**src/mcs_pkg.sv**
```systemverilog
// Package of register offsets, field positions, reset values and source codes for the carrier select block
package mcs_pkg;

	// ----------------------------------------------------------------
	// Register byte offsets on the APB bus
	// ----------------------------------------------------------------
	localparam logic [11:0] OFF_HIGH_CAR = 12'h000;
	localparam logic [11:0] OFF_LOW_CAR  = 12'h004;
	localparam logic [11:0] OFF_MOD_CON  = 12'h008;
	localparam logic [11:0] OFF_MOD_SRC  = 12'h00c;

	// ----------------------------------------------------------------
	// Carrier control fields
	// ----------------------------------------------------------------
	localparam int BIT_PIN_OFF = 7;
	localparam int BIT_INVERT  = 6;
	localparam int BIT_SYNC    = 5;
	localparam int BIT_UNUSED  = 4;
	localparam int SEL_LSB     = 0;
	localparam int SEL_W       = 4;

	// ----------------------------------------------------------------
	// Modulator control and source fields
	// ----------------------------------------------------------------
	localparam int BIT_ENABLE    = 7;
	localparam int BIT_PIN_OE    = 6;
	localparam int BIT_SLEW      = 5;
	localparam int BIT_OUT_POL   = 4;
	localparam int BIT_OUT_VALUE = 3;
	localparam int BIT_MANUAL    = 0;
	localparam int BIT_SRC_OFF   = 7;

	// ----------------------------------------------------------------
	// Writable masks and reset values
	// ----------------------------------------------------------------
	localparam logic [7:0] MASK_CAR = 8'hef;
	localparam logic [7:0] MASK_CON = 8'hf1;
	localparam logic [7:0] MASK_SRC = 8'h8f;
	localparam logic [7:0] RST_REG  = 8'h00;

	// ----------------------------------------------------------------
	// Source codes
	// ----------------------------------------------------------------
	localparam logic [3:0] CAR_GROUND  = 4'h0;
	localparam logic [3:0] CAR_PIN_ONE = 4'h1;
	localparam logic [3:0] CAR_PIN_TWO = 4'h2;
	localparam logic [3:0] CAR_REFCLK  = 4'h3;
	localparam logic [3:0] CAR_PWM_ONE = 4'h4;
	localparam int         N_CAR_SRC   = 8;
	localparam int         N_PWM       = 4;
	localparam logic [3:0] MOD_MANUAL  = 4'h0;
	localparam logic [3:0] MOD_PIN     = 4'h1;
	localparam int         MOD_PWM_LO  = 2;
	localparam int         N_MOD_SRC   = 11;

	typedef enum logic {MCS_ON_LOW, MCS_ON_HIGH} mcs_state_t;

endpackage

```
**src/mcs_carrier_chan.sv**
```systemverilog
// One carrier channel: source selection, PWM mode gating, inversion and pin drive disable
`timescale 1ns/1ps
module mcs_carrier_chan (
	input  wire logic                        mclk,
	input  wire logic                        rst_n,
	input  wire logic [3:0]                  sel,
	input  wire logic                        invert,
	input  wire logic                        drive_off,
	input  wire logic [mcs_pkg::N_CAR_SRC-1:0] src_in,
	input  wire logic [mcs_pkg::N_PWM-1:0]   pwm_mode,
	output logic                             carrier,
	output logic [mcs_pkg::N_CAR_SRC-1:0]    pin_off
);

	logic [mcs_pkg::N_CAR_SRC-1:0] gated;
	logic                          raw;

	// ----------------------------------------------------------------
	// Per source gating
	// ----------------------------------------------------------------
	genvar gi;
	generate
		for (gi = 0; gi < mcs_pkg::N_CAR_SRC; gi++) begin : g_src
			if (gi == 0) begin : g_gnd
				assign gated[gi] = 1'b0;
			end else if (gi >= 4) begin : g_pwm
				assign gated[gi] = src_in[gi] & pwm_mode[gi-4];
			end else begin : g_plain
				assign gated[gi] = src_in[gi];
			end
			always_ff @(posedge mclk or negedge rst_n) begin
				if (!rst_n) begin
					pin_off[gi] <= 1'b0;
				end else begin
					pin_off[gi] <= drive_off & ~sel[3] & (sel[2:0] == 3'(gi));
				end
			end
		end
	endgenerate

	// Reserved codes connect nothing
	assign raw = sel[3] ? 1'b0 : gated[sel[2:0]];

	always_ff @(posedge mclk or negedge rst_n) begin
		if (!rst_n) begin
			carrier <= 1'b0;
		end else begin
			carrier <= raw ^ invert;
		end
	end

endmodule

```
**src/mcs_carrier_select.sv**
```systemverilog
// Top of the modulator carrier select block: APB registers, carrier channels, switching and output
//
// The address map and the APB register port were chosen for this implementation.
`timescale 1ns/1ps
module mcs_carrier_select (
	input  wire logic                         mclk,
	input  wire logic                         rst_n,
	input  wire logic                         psel,
	input  wire logic                         penable,
	input  wire logic                         pwrite,
	input  wire logic [11:0]                  paddr,
	input  wire logic [31:0]                  pwdata,
	output logic      [31:0]                  prdata,
	output logic                              pready,
	output logic                              pslverr,
	input  wire logic                         carrier_input_pin_one,
	input  wire logic                         carrier_input_pin_two,
	input  wire logic                         modulation_pin,
	input  wire logic                         reference_clock_signal,
	input  wire logic [mcs_pkg::N_PWM-1:0]    pwm_out,
	input  wire logic [mcs_pkg::N_PWM-1:0]    pwm_mode,
	input  wire logic [mcs_pkg::N_MOD_SRC-1:6] mod_src_onchip,
	output logic                              mod_out,
	output logic                              mod_out_oe,
	output logic                              mod_slew_limit,
	output logic [mcs_pkg::N_CAR_SRC-1:0]     carrier_pin_off,
	output logic [mcs_pkg::N_MOD_SRC-1:0]     mod_src_pin_off
);

	// ----------------------------------------------------------------
	// Declarations
	// ----------------------------------------------------------------
	logic [7:0]                    high_carrier_control;
	logic [7:0]                    low_carrier_control;
	logic [7:0]                    modulator_control;
	logic [7:0]                    modulation_source_control;
	logic [1:0]                    pin_meta;
	logic [1:0]                    pin_sync;
	logic [1:0]                    mod_pin_meta;
	logic                          mod_pin_sync;
	logic                          wr_en;
	logic                          addr_hit;
	logic [3:0]                    high_carrier_selector;
	logic [3:0]                    low_carrier_selector;
	logic                          high_carrier_invert;
	logic                          low_carrier_invert;
	logic                          high_carrier_sync;
	logic                          low_carrier_sync;
	logic                          high_carrier_pin_drive_off;
	logic                          low_carrier_pin_drive_off;
	logic                          modulator_enable;
	logic                          output_polarity;
	logic                          manual_modulation_bit;
	logic [3:0]                    mod_sel;
	logic [mcs_pkg::N_CAR_SRC-1:0] car_src;
	logic [mcs_pkg::N_CAR_SRC-1:0] high_pin_off;
	logic [mcs_pkg::N_CAR_SRC-1:0] low_pin_off;
	logic [mcs_pkg::N_MOD_SRC-1:0] mod_src;
	logic                          high_car;
	logic                          low_car;
	logic                          high_car_d;
	logic                          low_car_d;
	logic                          high_fall;
	logic                          low_fall;
	logic                          mod_level;
	logic                          sel_car;
	mcs_pkg::mcs_state_t           state;
	mcs_pkg::mcs_state_t           next_state;

	// ----------------------------------------------------------------
	// Pin synchronisers
	// ----------------------------------------------------------------
	always_ff @(posedge mclk or negedge rst_n) begin
		if (!rst_n) begin
			pin_meta     <= 2'h0;
			pin_sync     <= 2'h0;
			mod_pin_meta <= 2'h0;
		end else begin
			pin_meta     <= {carrier_input_pin_two, carrier_input_pin_one};
			pin_sync     <= pin_meta;
			mod_pin_meta <= {mod_pin_meta[0], modulation_pin};
		end
	end
	assign mod_pin_sync = mod_pin_meta[1];

	// ----------------------------------------------------------------
	// APB slave
	// ----------------------------------------------------------------
	assign pready   = 1'b1;
	assign addr_hit = (paddr == mcs_pkg::OFF_HIGH_CAR) || (paddr == mcs_pkg::OFF_LOW_CAR) ||
	                  (paddr == mcs_pkg::OFF_MOD_CON) || (paddr == mcs_pkg::OFF_MOD_SRC);
	assign pslverr  = psel & penable & ~addr_hit;
	assign wr_en    = psel & penable & pwrite & addr_hit;

	always_ff @(posedge mclk or negedge rst_n) begin
		if (!rst_n) begin
			high_carrier_control <= mcs_pkg::RST_REG;
		end else if (wr_en && paddr == mcs_pkg::OFF_HIGH_CAR) begin
			high_carrier_control <= pwdata[7:0] & mcs_pkg::MASK_CAR;
		end
	end

	always_ff @(posedge mclk or negedge rst_n) begin
		if (!rst_n) begin
			low_carrier_control <= mcs_pkg::RST_REG;
		end else if (wr_en && paddr == mcs_pkg::OFF_LOW_CAR) begin
			low_carrier_control <= pwdata[7:0] & mcs_pkg::MASK_CAR;
		end
	end

	always_ff @(posedge mclk or negedge rst_n) begin
		if (!rst_n) begin
			modulator_control <= mcs_pkg::RST_REG;
		end else if (wr_en && paddr == mcs_pkg::OFF_MOD_CON) begin
			modulator_control <= pwdata[7:0] & mcs_pkg::MASK_CON;
		end
	end

	always_ff @(posedge mclk or negedge rst_n) begin
		if (!rst_n) begin
			modulation_source_control <= mcs_pkg::RST_REG;
		end else if (wr_en && paddr == mcs_pkg::OFF_MOD_SRC) begin
			modulation_source_control <= pwdata[7:0] & mcs_pkg::MASK_SRC;
		end
	end

	// Read mux; the live output value appears in the control register
	always_comb begin
		prdata = 32'h0000_0000;
		case (paddr)
			mcs_pkg::OFF_HIGH_CAR: prdata[7:0] = high_carrier_control;
			mcs_pkg::OFF_LOW_CAR:  prdata[7:0] = low_carrier_control;
			mcs_pkg::OFF_MOD_CON: begin
				prdata[7:0] = modulator_control;
				prdata[mcs_pkg::BIT_OUT_VALUE] = mod_out;
			end
			mcs_pkg::OFF_MOD_SRC:  prdata[7:0] = modulation_source_control;
			default:               prdata = 32'h0000_0000;
		endcase
	end

	// ----------------------------------------------------------------
	// Field extraction
	// ----------------------------------------------------------------
	assign high_carrier_selector      = high_carrier_control[mcs_pkg::SEL_LSB +: mcs_pkg::SEL_W];
	assign low_carrier_selector       = low_carrier_control[mcs_pkg::SEL_LSB +: mcs_pkg::SEL_W];
	assign high_carrier_invert        = high_carrier_control[mcs_pkg::BIT_INVERT];
	assign low_carrier_invert         = low_carrier_control[mcs_pkg::BIT_INVERT];
	assign high_carrier_sync          = high_carrier_control[mcs_pkg::BIT_SYNC];
	assign low_carrier_sync           = low_carrier_control[mcs_pkg::BIT_SYNC];
	assign high_carrier_pin_drive_off = high_carrier_control[mcs_pkg::BIT_PIN_OFF];
	assign low_carrier_pin_drive_off  = low_carrier_control[mcs_pkg::BIT_PIN_OFF];
	assign modulator_enable           = modulator_control[mcs_pkg::BIT_ENABLE];
	assign output_polarity            = modulator_control[mcs_pkg::BIT_OUT_POL];
	assign manual_modulation_bit      = modulator_control[mcs_pkg::BIT_MANUAL];
	assign mod_sel                    = modulation_source_control[mcs_pkg::SEL_LSB +: mcs_pkg::SEL_W];

	// ----------------------------------------------------------------
	// Carrier channels
	// ----------------------------------------------------------------
	assign car_src = {pwm_out, reference_clock_signal, pin_sync, 1'b0};

	mcs_carrier_chan u_high (
		.mclk      (mclk),
		.rst_n     (rst_n),
		.sel       (high_carrier_selector),
		.invert    (high_carrier_invert),
		.drive_off (high_carrier_pin_drive_off),
		.src_in    (car_src),
		.pwm_mode  (pwm_mode),
		.carrier   (high_car),
		.pin_off   (high_pin_off)
	);

	mcs_carrier_chan u_low (
		.mclk      (mclk),
		.rst_n     (rst_n),
		.sel       (low_carrier_selector),
		.invert    (low_carrier_invert),
		.drive_off (low_carrier_pin_drive_off),
		.src_in    (car_src),
		.pwm_mode  (pwm_mode),
		.carrier   (low_car),
		.pin_off   (low_pin_off)
	);

	assign carrier_pin_off = high_pin_off | low_pin_off;

	// ----------------------------------------------------------------
	// Modulation level
	// ----------------------------------------------------------------
	assign mod_src[mcs_pkg::MOD_MANUAL]                = manual_modulation_bit;
	assign mod_src[mcs_pkg::MOD_PIN]                   = mod_pin_sync;
	assign mod_src[mcs_pkg::MOD_PWM_LO +: mcs_pkg::N_PWM] = pwm_out & pwm_mode;
	assign mod_src[mcs_pkg::N_MOD_SRC-1:6]             = mod_src_onchip;

	assign mod_level = (mod_sel < 4'(mcs_pkg::N_MOD_SRC)) ? mod_src[mod_sel] : 1'b0;

	genvar mi;
	generate
		for (mi = 0; mi < mcs_pkg::N_MOD_SRC; mi++) begin : g_msoff
			assign mod_src_pin_off[mi] = modulation_source_control[mcs_pkg::BIT_SRC_OFF] & (mod_sel == 4'(mi));
		end
	endgenerate

	// ----------------------------------------------------------------
	// Carrier switching
	// ----------------------------------------------------------------
	always_ff @(posedge mclk or negedge rst_n) begin
		if (!rst_n) begin
			high_car_d <= 1'b0;
			low_car_d  <= 1'b0;
		end else begin
			high_car_d <= high_car;
			low_car_d  <= low_car;
		end
	end
	assign high_fall = high_car_d & ~high_car;
	assign low_fall  = low_car_d & ~low_car;

	always_comb begin
		next_state = state;
		case (state)
			mcs_pkg::MCS_ON_HIGH: begin
				if (!mod_level && (!high_carrier_sync || high_fall)) begin
					next_state = mcs_pkg::MCS_ON_LOW;
				end
			end
			mcs_pkg::MCS_ON_LOW: begin
				if (mod_level && (!low_carrier_sync || low_fall)) begin
					next_state = mcs_pkg::MCS_ON_HIGH;
				end
			end
			default: next_state = mcs_pkg::MCS_ON_LOW;
		endcase
	end

	always_ff @(posedge mclk or negedge rst_n) begin
		if (!rst_n) begin
			state <= mcs_pkg::MCS_ON_LOW;
		end else begin
			state <= next_state;
		end
	end

	// ----------------------------------------------------------------
	// Output stage
	// ----------------------------------------------------------------
	assign sel_car = (state == mcs_pkg::MCS_ON_HIGH) ? high_car : low_car;

	always_ff @(posedge mclk or negedge rst_n) begin
		if (!rst_n) begin
			mod_out <= 1'b0;
		end else if (!modulator_enable) begin
			mod_out <= 1'b0;
		end else begin
			mod_out <= sel_car ^ output_polarity;
		end
	end

	assign mod_out_oe     = modulator_enable & modulator_control[mcs_pkg::BIT_PIN_OE];
	assign mod_slew_limit = modulator_control[mcs_pkg::BIT_SLEW];

	// ----------------------------------------------------------------
	// Assertions
	// ----------------------------------------------------------------
	property p_high_pin_off;
		@(posedge mclk) disable iff (!rst_n)
		high_carrier_pin_drive_off && !high_carrier_selector[3] |=> carrier_pin_off[$past(high_carrier_selector[2:0])];
	endproperty
	a_high_pin_off: assert property (p_high_pin_off) else $error("high pin drive not disabled");

	property p_high_invert;
		@(posedge mclk) disable iff (!rst_n)
		high_carrier_selector == mcs_pkg::CAR_REFCLK && high_carrier_invert |=> high_car == !$past(reference_clock_signal);
	endproperty
	a_high_invert: assert property (p_high_invert) else $error("high carrier not inverted");

	property p_high_sync_hold;
		@(posedge mclk) disable iff (!rst_n)
		state == mcs_pkg::MCS_ON_HIGH && high_carrier_sync && !high_fall |=> state == mcs_pkg::MCS_ON_HIGH;
	endproperty
	a_high_sync_hold: assert property (p_high_sync_hold) else $error("switch to low without falling edge");

	property p_high_pin_one;
		@(posedge mclk) disable iff (!rst_n)
		high_carrier_selector == mcs_pkg::CAR_PIN_ONE && !high_carrier_invert |=> high_car == $past(pin_sync[0]);
	endproperty
	a_high_pin_one: assert property (p_high_pin_one) else $error("high carrier not pin one");

	property p_reserved;
		@(posedge mclk) disable iff (!rst_n)
		high_carrier_selector[3] |=> high_car == $past(high_carrier_invert);
	endproperty
	a_reserved: assert property (p_reserved) else $error("reserved code drives carrier");

	property p_pwm_gate;
		@(posedge mclk) disable iff (!rst_n)
		low_carrier_selector == mcs_pkg::CAR_PWM_ONE && !pwm_mode[0] && !low_carrier_invert |=> !low_car;
	endproperty
	a_pwm_gate: assert property (p_pwm_gate) else $error("PWM carrier outside PWM mode");

	property p_unused_bit;
		@(posedge mclk) disable iff (!rst_n)
		psel && !pwrite && (paddr == mcs_pkg::OFF_HIGH_CAR || paddr == mcs_pkg::OFF_LOW_CAR) |-> !prdata[mcs_pkg::BIT_UNUSED];
	endproperty
	a_unused_bit: assert property (p_unused_bit) else $error("unused carrier bit reads one");

	property p_low_pin_off;
		@(posedge mclk) disable iff (!rst_n)
		low_carrier_pin_drive_off && !low_carrier_selector[3] |=> carrier_pin_off[$past(low_carrier_selector[2:0])];
	endproperty
	a_low_pin_off: assert property (p_low_pin_off) else $error("low pin drive not disabled");

	property p_low_invert;
		@(posedge mclk) disable iff (!rst_n)
		low_carrier_selector == mcs_pkg::CAR_REFCLK && low_carrier_invert |=> low_car == !$past(reference_clock_signal);
	endproperty
	a_low_invert: assert property (p_low_invert) else $error("low carrier not inverted");

	property p_low_sync_hold;
		@(posedge mclk) disable iff (!rst_n)
		state == mcs_pkg::MCS_ON_LOW && low_carrier_sync && !low_fall |=> state == mcs_pkg::MCS_ON_LOW;
	endproperty
	a_low_sync_hold: assert property (p_low_sync_hold) else $error("switch to high without falling edge");

	property p_low_pin_two;
		@(posedge mclk) disable iff (!rst_n)
		low_carrier_selector == mcs_pkg::CAR_PIN_TWO && !low_carrier_invert |=> low_car == $past(pin_sync[1]);
	endproperty
	a_low_pin_two: assert property (p_low_pin_two) else $error("low carrier not pin two");

	property p_disabled;
		@(posedge mclk) disable iff (!rst_n)
		!modulator_enable [*2] |-> !mod_out;
	endproperty
	a_disabled: assert property (p_disabled) else $error("output while disabled");

	property p_manual;
		@(posedge mclk) disable iff (!rst_n)
		mod_sel == mcs_pkg::MOD_MANUAL && manual_modulation_bit && !low_carrier_sync && state == mcs_pkg::MCS_ON_LOW
		|=> state == mcs_pkg::MCS_ON_HIGH;
	endproperty
	a_manual: assert property (p_manual) else $error("manual bit did not select high");

	property p_polarity;
		@(posedge mclk) disable iff (!rst_n)
		modulator_enable && output_polarity |=> mod_out == !$past(sel_car);
	endproperty
	a_polarity: assert property (p_polarity) else $error("output not inverted");

	property p_follow_high;
		@(posedge mclk) disable iff (!rst_n)
		modulator_enable && !output_polarity && state == mcs_pkg::MCS_ON_HIGH |=> mod_out == $past(high_car);
	endproperty
	a_follow_high: assert property (p_follow_high) else $error("output not following high carrier");

endmodule

```
**config.mk**
```make
export PLATFORM = sky130hd
export DESIGN_NAME = mcs_carrier_select
export DESIGN_NICKNAME = d
export VERILOG_FILES = /design/src/mcs_pkg.sv /design/src/mcs_carrier_chan.sv /design/src/mcs_carrier_select.sv
export SDC_FILE = /design/constraint.sdc
export NUM_CORES = 1
export LEC_CHECK = 0
export BUFFER_PORTS_ARGS = -buffer_cell sky130_fd_sc_hd__buf_2
export CAP_MARGIN = 20
export CORE_UTILIZATION = 48
export DETAILED_ROUTE_END_ITERATION = 12
export GPL_ROUTABILITY_DRIVEN = 1
export PLACE_DENSITY_LB_ADDON = 0.08
export SLEW_MARGIN = 30
export SYNTH_ARGS = -nofsm -noshare
export SYNTH_HDL_FRONTEND = slang
export SYNTH_SLANG_ARGS = --single-unit
```
**constraint.sdc**
```tcl
create_clock -name mclk -period 2.25 [get_ports mclk]
set_input_delay 0.225 -clock mclk [delete_from_list [all_inputs] [get_ports mclk]]
set_output_delay 0.225 -clock mclk [all_outputs]
set_load 0.01 [all_outputs]
```
Word-level counts from Yosys, hierarchy flattened

Index checks and enable logic that the tools add are counted.
Widths: inputs -> output; s select.

Add/sub/neg operators: 0
Multipliers: 0
Divide/modulo/power cells: 0
$lt $le $gt $ge: 4
Equality and inequality tests: 27
Shift-type cells: 0
Mux-type cells: 15
Bitwise gates (word level): 51
Reductions and logical operators: 18

Operator list:

| cell                | count |
|---|---|
| $and 1x1->1         | 40 |
| $pmux 8 s4          | 1 |
| $eq 12x4->1 const B | 2 |
| $eq 3x3->1 const B  | 8 |
| $eq 4x3->1 const B  | 4 |
| $eq 12x3->1 const B | 1 |
| $eq 3x2->1 const B  | 4 |
| $eq 4x4->1 const B  | 3 |
| $logic_not 12->1    | 1 |
| $mux 1              | 10 |
| $eq 4x2->1 const B  | 2 |
| $lt 3x4->1 const B  | 2 |
| $or 8x8->8          | 1 |
| $bmux 1 s3          | 2 |
| $eq 3x1->1 const B  | 2 |
| $logic_and 1x1->1   | 6 |
| $logic_not 3->1     | 2 |
| $not 1->1           | 6 |
| $logic_or 1x1->1    | 5 |
| $lt 4x5->1 const B  | 1 |
| $and 4x4->4         | 1 |
| $bmux 1 s4          | 1 |
| $eq 4x1->1 const B  | 1 |
| $logic_not 4->1     | 1 |
| 4 further kinds     | 8 |

Register bits after elaboration: 52
Bits in latches: 0
Memory bits (writable): 0
ROM bits: 0
Input bits: 66
Output and inout bits: 56
Logic and storage cells: 144
Memories kept: 0

Logic depth before layout (Yosys ltp)

Word-level depth: 8
Depth in mapped cells: 5
Gate-level depth less buffers: 4

Hierarchy

A second synthesis with hierarchy kept.

Cells, all modules: 248
Area, all modules: 2826.5 um2

By module, submodules not included:

| module             | instances | cells each | area each (um2) | sequential area each (um2) |
|---|---|---|---|---|
| mcs_carrier_select | 1         | 178        | 1990.7          | 850.8 |
| mcs_carrier_chan   | 2         | 35         | 417.9           | 225.2 |

Least setup slack after synthesis

OpenSTA, ideal clock, no wires.

Path type: reg-to-output
Start: register modulation_source_control[1]
End: output mod_src_pin_off[0] in the netlist's numbering
Arrival time: 1.467 ns
Required time: 2.025 ns
Setup slack: 0.558 ns
Cell stages (with the launch flop): 5
Buffers on the path: 2
Cell sequence: dfrtp_1 -> clkbuf_1 -> clkbuf_1 -> or3b_2 -> nor3_1

Word-level cells in the longest chain between the ends: 2

RTL lines:

| what                     | line                      | source |
|---|---|---|
| start: declaration       | mcs_carrier_select.sv:36  | `logic [7:0] modulation_source_control;` |
| start signal: assignment | mcs_carrier_select.sv:121 | `modulation_source_control <= mcs_pkg::RST_REG;` |
| start signal: assignment | mcs_carrier_select.sv:123 | `modulation_source_control <= pwdata[7:0] & mcs_pkg::MASK_SRC;` |
| $logic_not 4->1          | mcs_carrier_select.sv:202 | `assign mod_src_pin_off[mi] = modulation_source_control[mcs_pkg::BIT_SRC_OFF] & (mod_sel == 4'(mi));` |
| $and 1x1->1              | mcs_carrier_select.sv:202 |  |
| end: declaration         | mcs_carrier_select.sv:27  | `output logic [mcs_pkg::N_MOD_SRC-1:0] mod_src_pin_off` |

No other way between the ends.

Worst setup path in the final report

Start: register modulation_source_control[0]
End: output prdata[0]

Word-level cells in the longest chain between the ends: 1

RTL lines:

| what             | line                      | source |
|---|---|---|
| $pmux 8 s4       | mcs_carrier_select.sv:130 | `case (paddr)` |
| end: declaration | mcs_carrier_select.sv:13  | `output logic [31:0] prdata,` |

No other way between the ends.

==> results.txt <==
Row cnt: 27
Placer Congestion: 0.829
Die height: 78.4 microns
Final cell count without fillers: 398
Initial Util: 50.2%
Final Cycle Share: 85.9%
Cells after Synth: 256
DR DRC count: 0
Placed insts: 390
DRT iter0 DRCs: 152
Area Overhead vs Synth: 15.3%
GRT Overall Usage: 20.8%
Synth cell types: 40
Port bufs: 72
Pre-Repair DR Iteration Count: 4
Largest net degree at the start of global routing: 28
Signal arrival time at the worst endpoint: 1.71 ns
Via count: 2,038
Worst vdd ir: 308 uV
Worst min-delay path class: in -> reg
Avg Cell Area, Syn: 10.9 sq um
Critical path endpoint category: output pin
Max cap viols: 0
Final hold vios: 0
Pwr/cell area: 480 nW/um^2
Final Setup Violations: 0
Post_cts resized: 0
Multi-input logic area: 1320 sq um
Maximum fanout along the worst path: 16
Yosys warning count: 0
CTS tree: built
Clk Latency, worst-skew pair: 0.30 ns
Register Area: 1300 sq um
Share of the core filled with cells: 57.9%
Layout cells sized above 1: 38.7%
Async set-reset flop share out of synthesis: 100%
R2r worst-path depth: 3
Routed Antenna Nets: 0
DR WL/cell: 14.3 microns
EDFF count, synth: 0
Total CTS buffers: 5
Vias per cell: 5.12
Commonest non-fill, non-tap cell in the layout: buf_2
Leak pwr: 1.69 nW
Core Footprint: 5570 sq um
Startpoint type of the worst setup path: flop
Final HPWL DP: 4.30 mm
Syn Std Cell Area: 2800 sq um
Cell area after placement: 3140 sq um
Hold Path Depth: 1
Most used DFF post-synth: dfrtp_1
Max Slew Vio Count: 0
Tightest Pin Transition: 0.582 ns
Vias in the first global route: 1,935
#FFs+latches synth: 52
Clk sinks: 52
WHS: 0.0308 ns
Initial antenna violation count: 0
Status: finished clean
First-pass GRT wire length: 9.61 mm
RSZ-0062 raised after global routing: no
Max Root-Sink Buffers: 2
Setup Skew: 0.00859 ns
Seq/Total Area, Yosys: 46.5%
Die area: 6140 sq um
Diode count: 0
I/O Pins: 122
Highest Clock Rate: 0.517 GHz
Gr ovfl total: 0
Root Buffer: clkbuf_8
Clock transition at the registers of the reported paths: 0.09 ns
Relative slew slack: 61.2%
Critical path class: reg -> out
Setup_tns: 0 ns
Tmin final: 1.93 ns
Die W: 78.4 microns
Nets: 392
Req. time, crit path: 2.03 ns
Most frequent cells in the layout: buf_2, dfrtp_1, nor2_1
Layout fillers: 497
H-tree depth: 2
Final WL: 5.68 mm
Cell area after layout: 3230 sq um
==> critical path: stages, from the launching register on <==
cell and delay (ns):
dfrtp_1 0.57, mux4_2 0.54, nor2b_1 0.14, buf_2 0.15
==> area by class of cell <==
cell class / instances / area share, %
multi-input combinational: 184 / 41.0
inverter: 6 / 0.698
timing repair buffer: 77 / 12.8
tap: 72 / 2.79
clock buffer: 6 / 2.25
clock inverter: 1 / 0.155
sequential: 52 / 40.3
==> state kept, by name (all words and copies together) (netlist names) <==
name,flops
u_high.pin_off,8
u_low.pin_off,8
high_carrier_control,7
low_carrier_control,7
modulation_source_control,5
modulator_control,5
mod_pin_meta,2
pin_meta,2
pin_sync,2
high_car_d,1
low_car_d,1
mod_out,1
state,1
u_high.carrier,1
u_low.carrier,1
==> power by group <==
group	internal [mW]	leakage (nW)	total, mW	switching (mW)
Combinational	0.0448	0.932	0.118	0.0731
Clock	0.212	0.0410	0.489	0.277
Sequential	0.940	0.713	0.943	0.00340
==> cell families (layout without fill, tap and decap cells) <==
kind of cell / count (synthesis) / count (layout) / synth area share [%]
and+or+nand+nor: 100 / 100 / 20.0
DFF: 52 / 52 / 46.5
buffers and inverters: 43 / 90 / 9.34
muxes: 37 / 37 / 18.2
AOI/OAI and AO/OA: 20 / 20 / 5.14
other: 2 / 25 / 0.268
xor gates and xnor gates: 2 / 2 / 0.626
==> path summary, 6_finish.rpt <==
check	startpoint	end	slack, ns
worst min-delay path	carrier_input_pin_two	pin_meta[1]	0.03
min in group asynchronous	rst_n	modulation_source_control[0]	0.46
max in group asynchronous	rst_n	modulator_control[7]	1.25
worst min register to register	pin_meta[1]	pin_sync[1]	0.35
worst max-delay path	modulation_source_control[0]	prdata[0]	0.32
worst max register to register	low_carrier_control[0]	u_low.carrier	0.59
==> per-stage QoR <==
step / power (mW) / worst slack (ns)
global placement: 1.08 / 0.388
finish: 1.55 / 0.317
global route: 1.63 / 0.244
detailed placement: 1.08 / 0.374
CTS: 1.57 / 0.300
floorplan: 1.04 / 0.558
==> Yosys cell counts, drive strengths merged, types with 5 or more instances <==
cell type / count / area [sq um]
mux2: 25 / 327
nor2: 29 / 109
nand2b: 7 / 43.8
nor4: 7 / 73.8
clkbuf: 9 / 33.8
mux4: 5 / 113
inv: 6 / 22.5
nor3: 10 / 60.1
mux2i: 7 / 70.1
buf: 28 / 205
dfrtp: 52 / 1300
nand3b: 6 / 45.0
or2: 8 / 50.1
nand2: 14 / 52.6
==> timing repair <==
| action | CTS | global route |
|---|---|---|
| hold endpoints to repair | 25 | 0 |
| buffers inserted | 0 | 0 |
| hold buffers | 1 | 0 |
| setup endpoints to repair | 0 | 0 |
==> metal layers <==
layer	routed length (microns)	vias up	track usage (%)
met5	0	-	0
met4	46	0	7.22
met3	313	6	3.49
met2	2750	75	33.1
met1	2560	980	28.7
li1	-	977	-
Power figures use the tool's default switching activity.
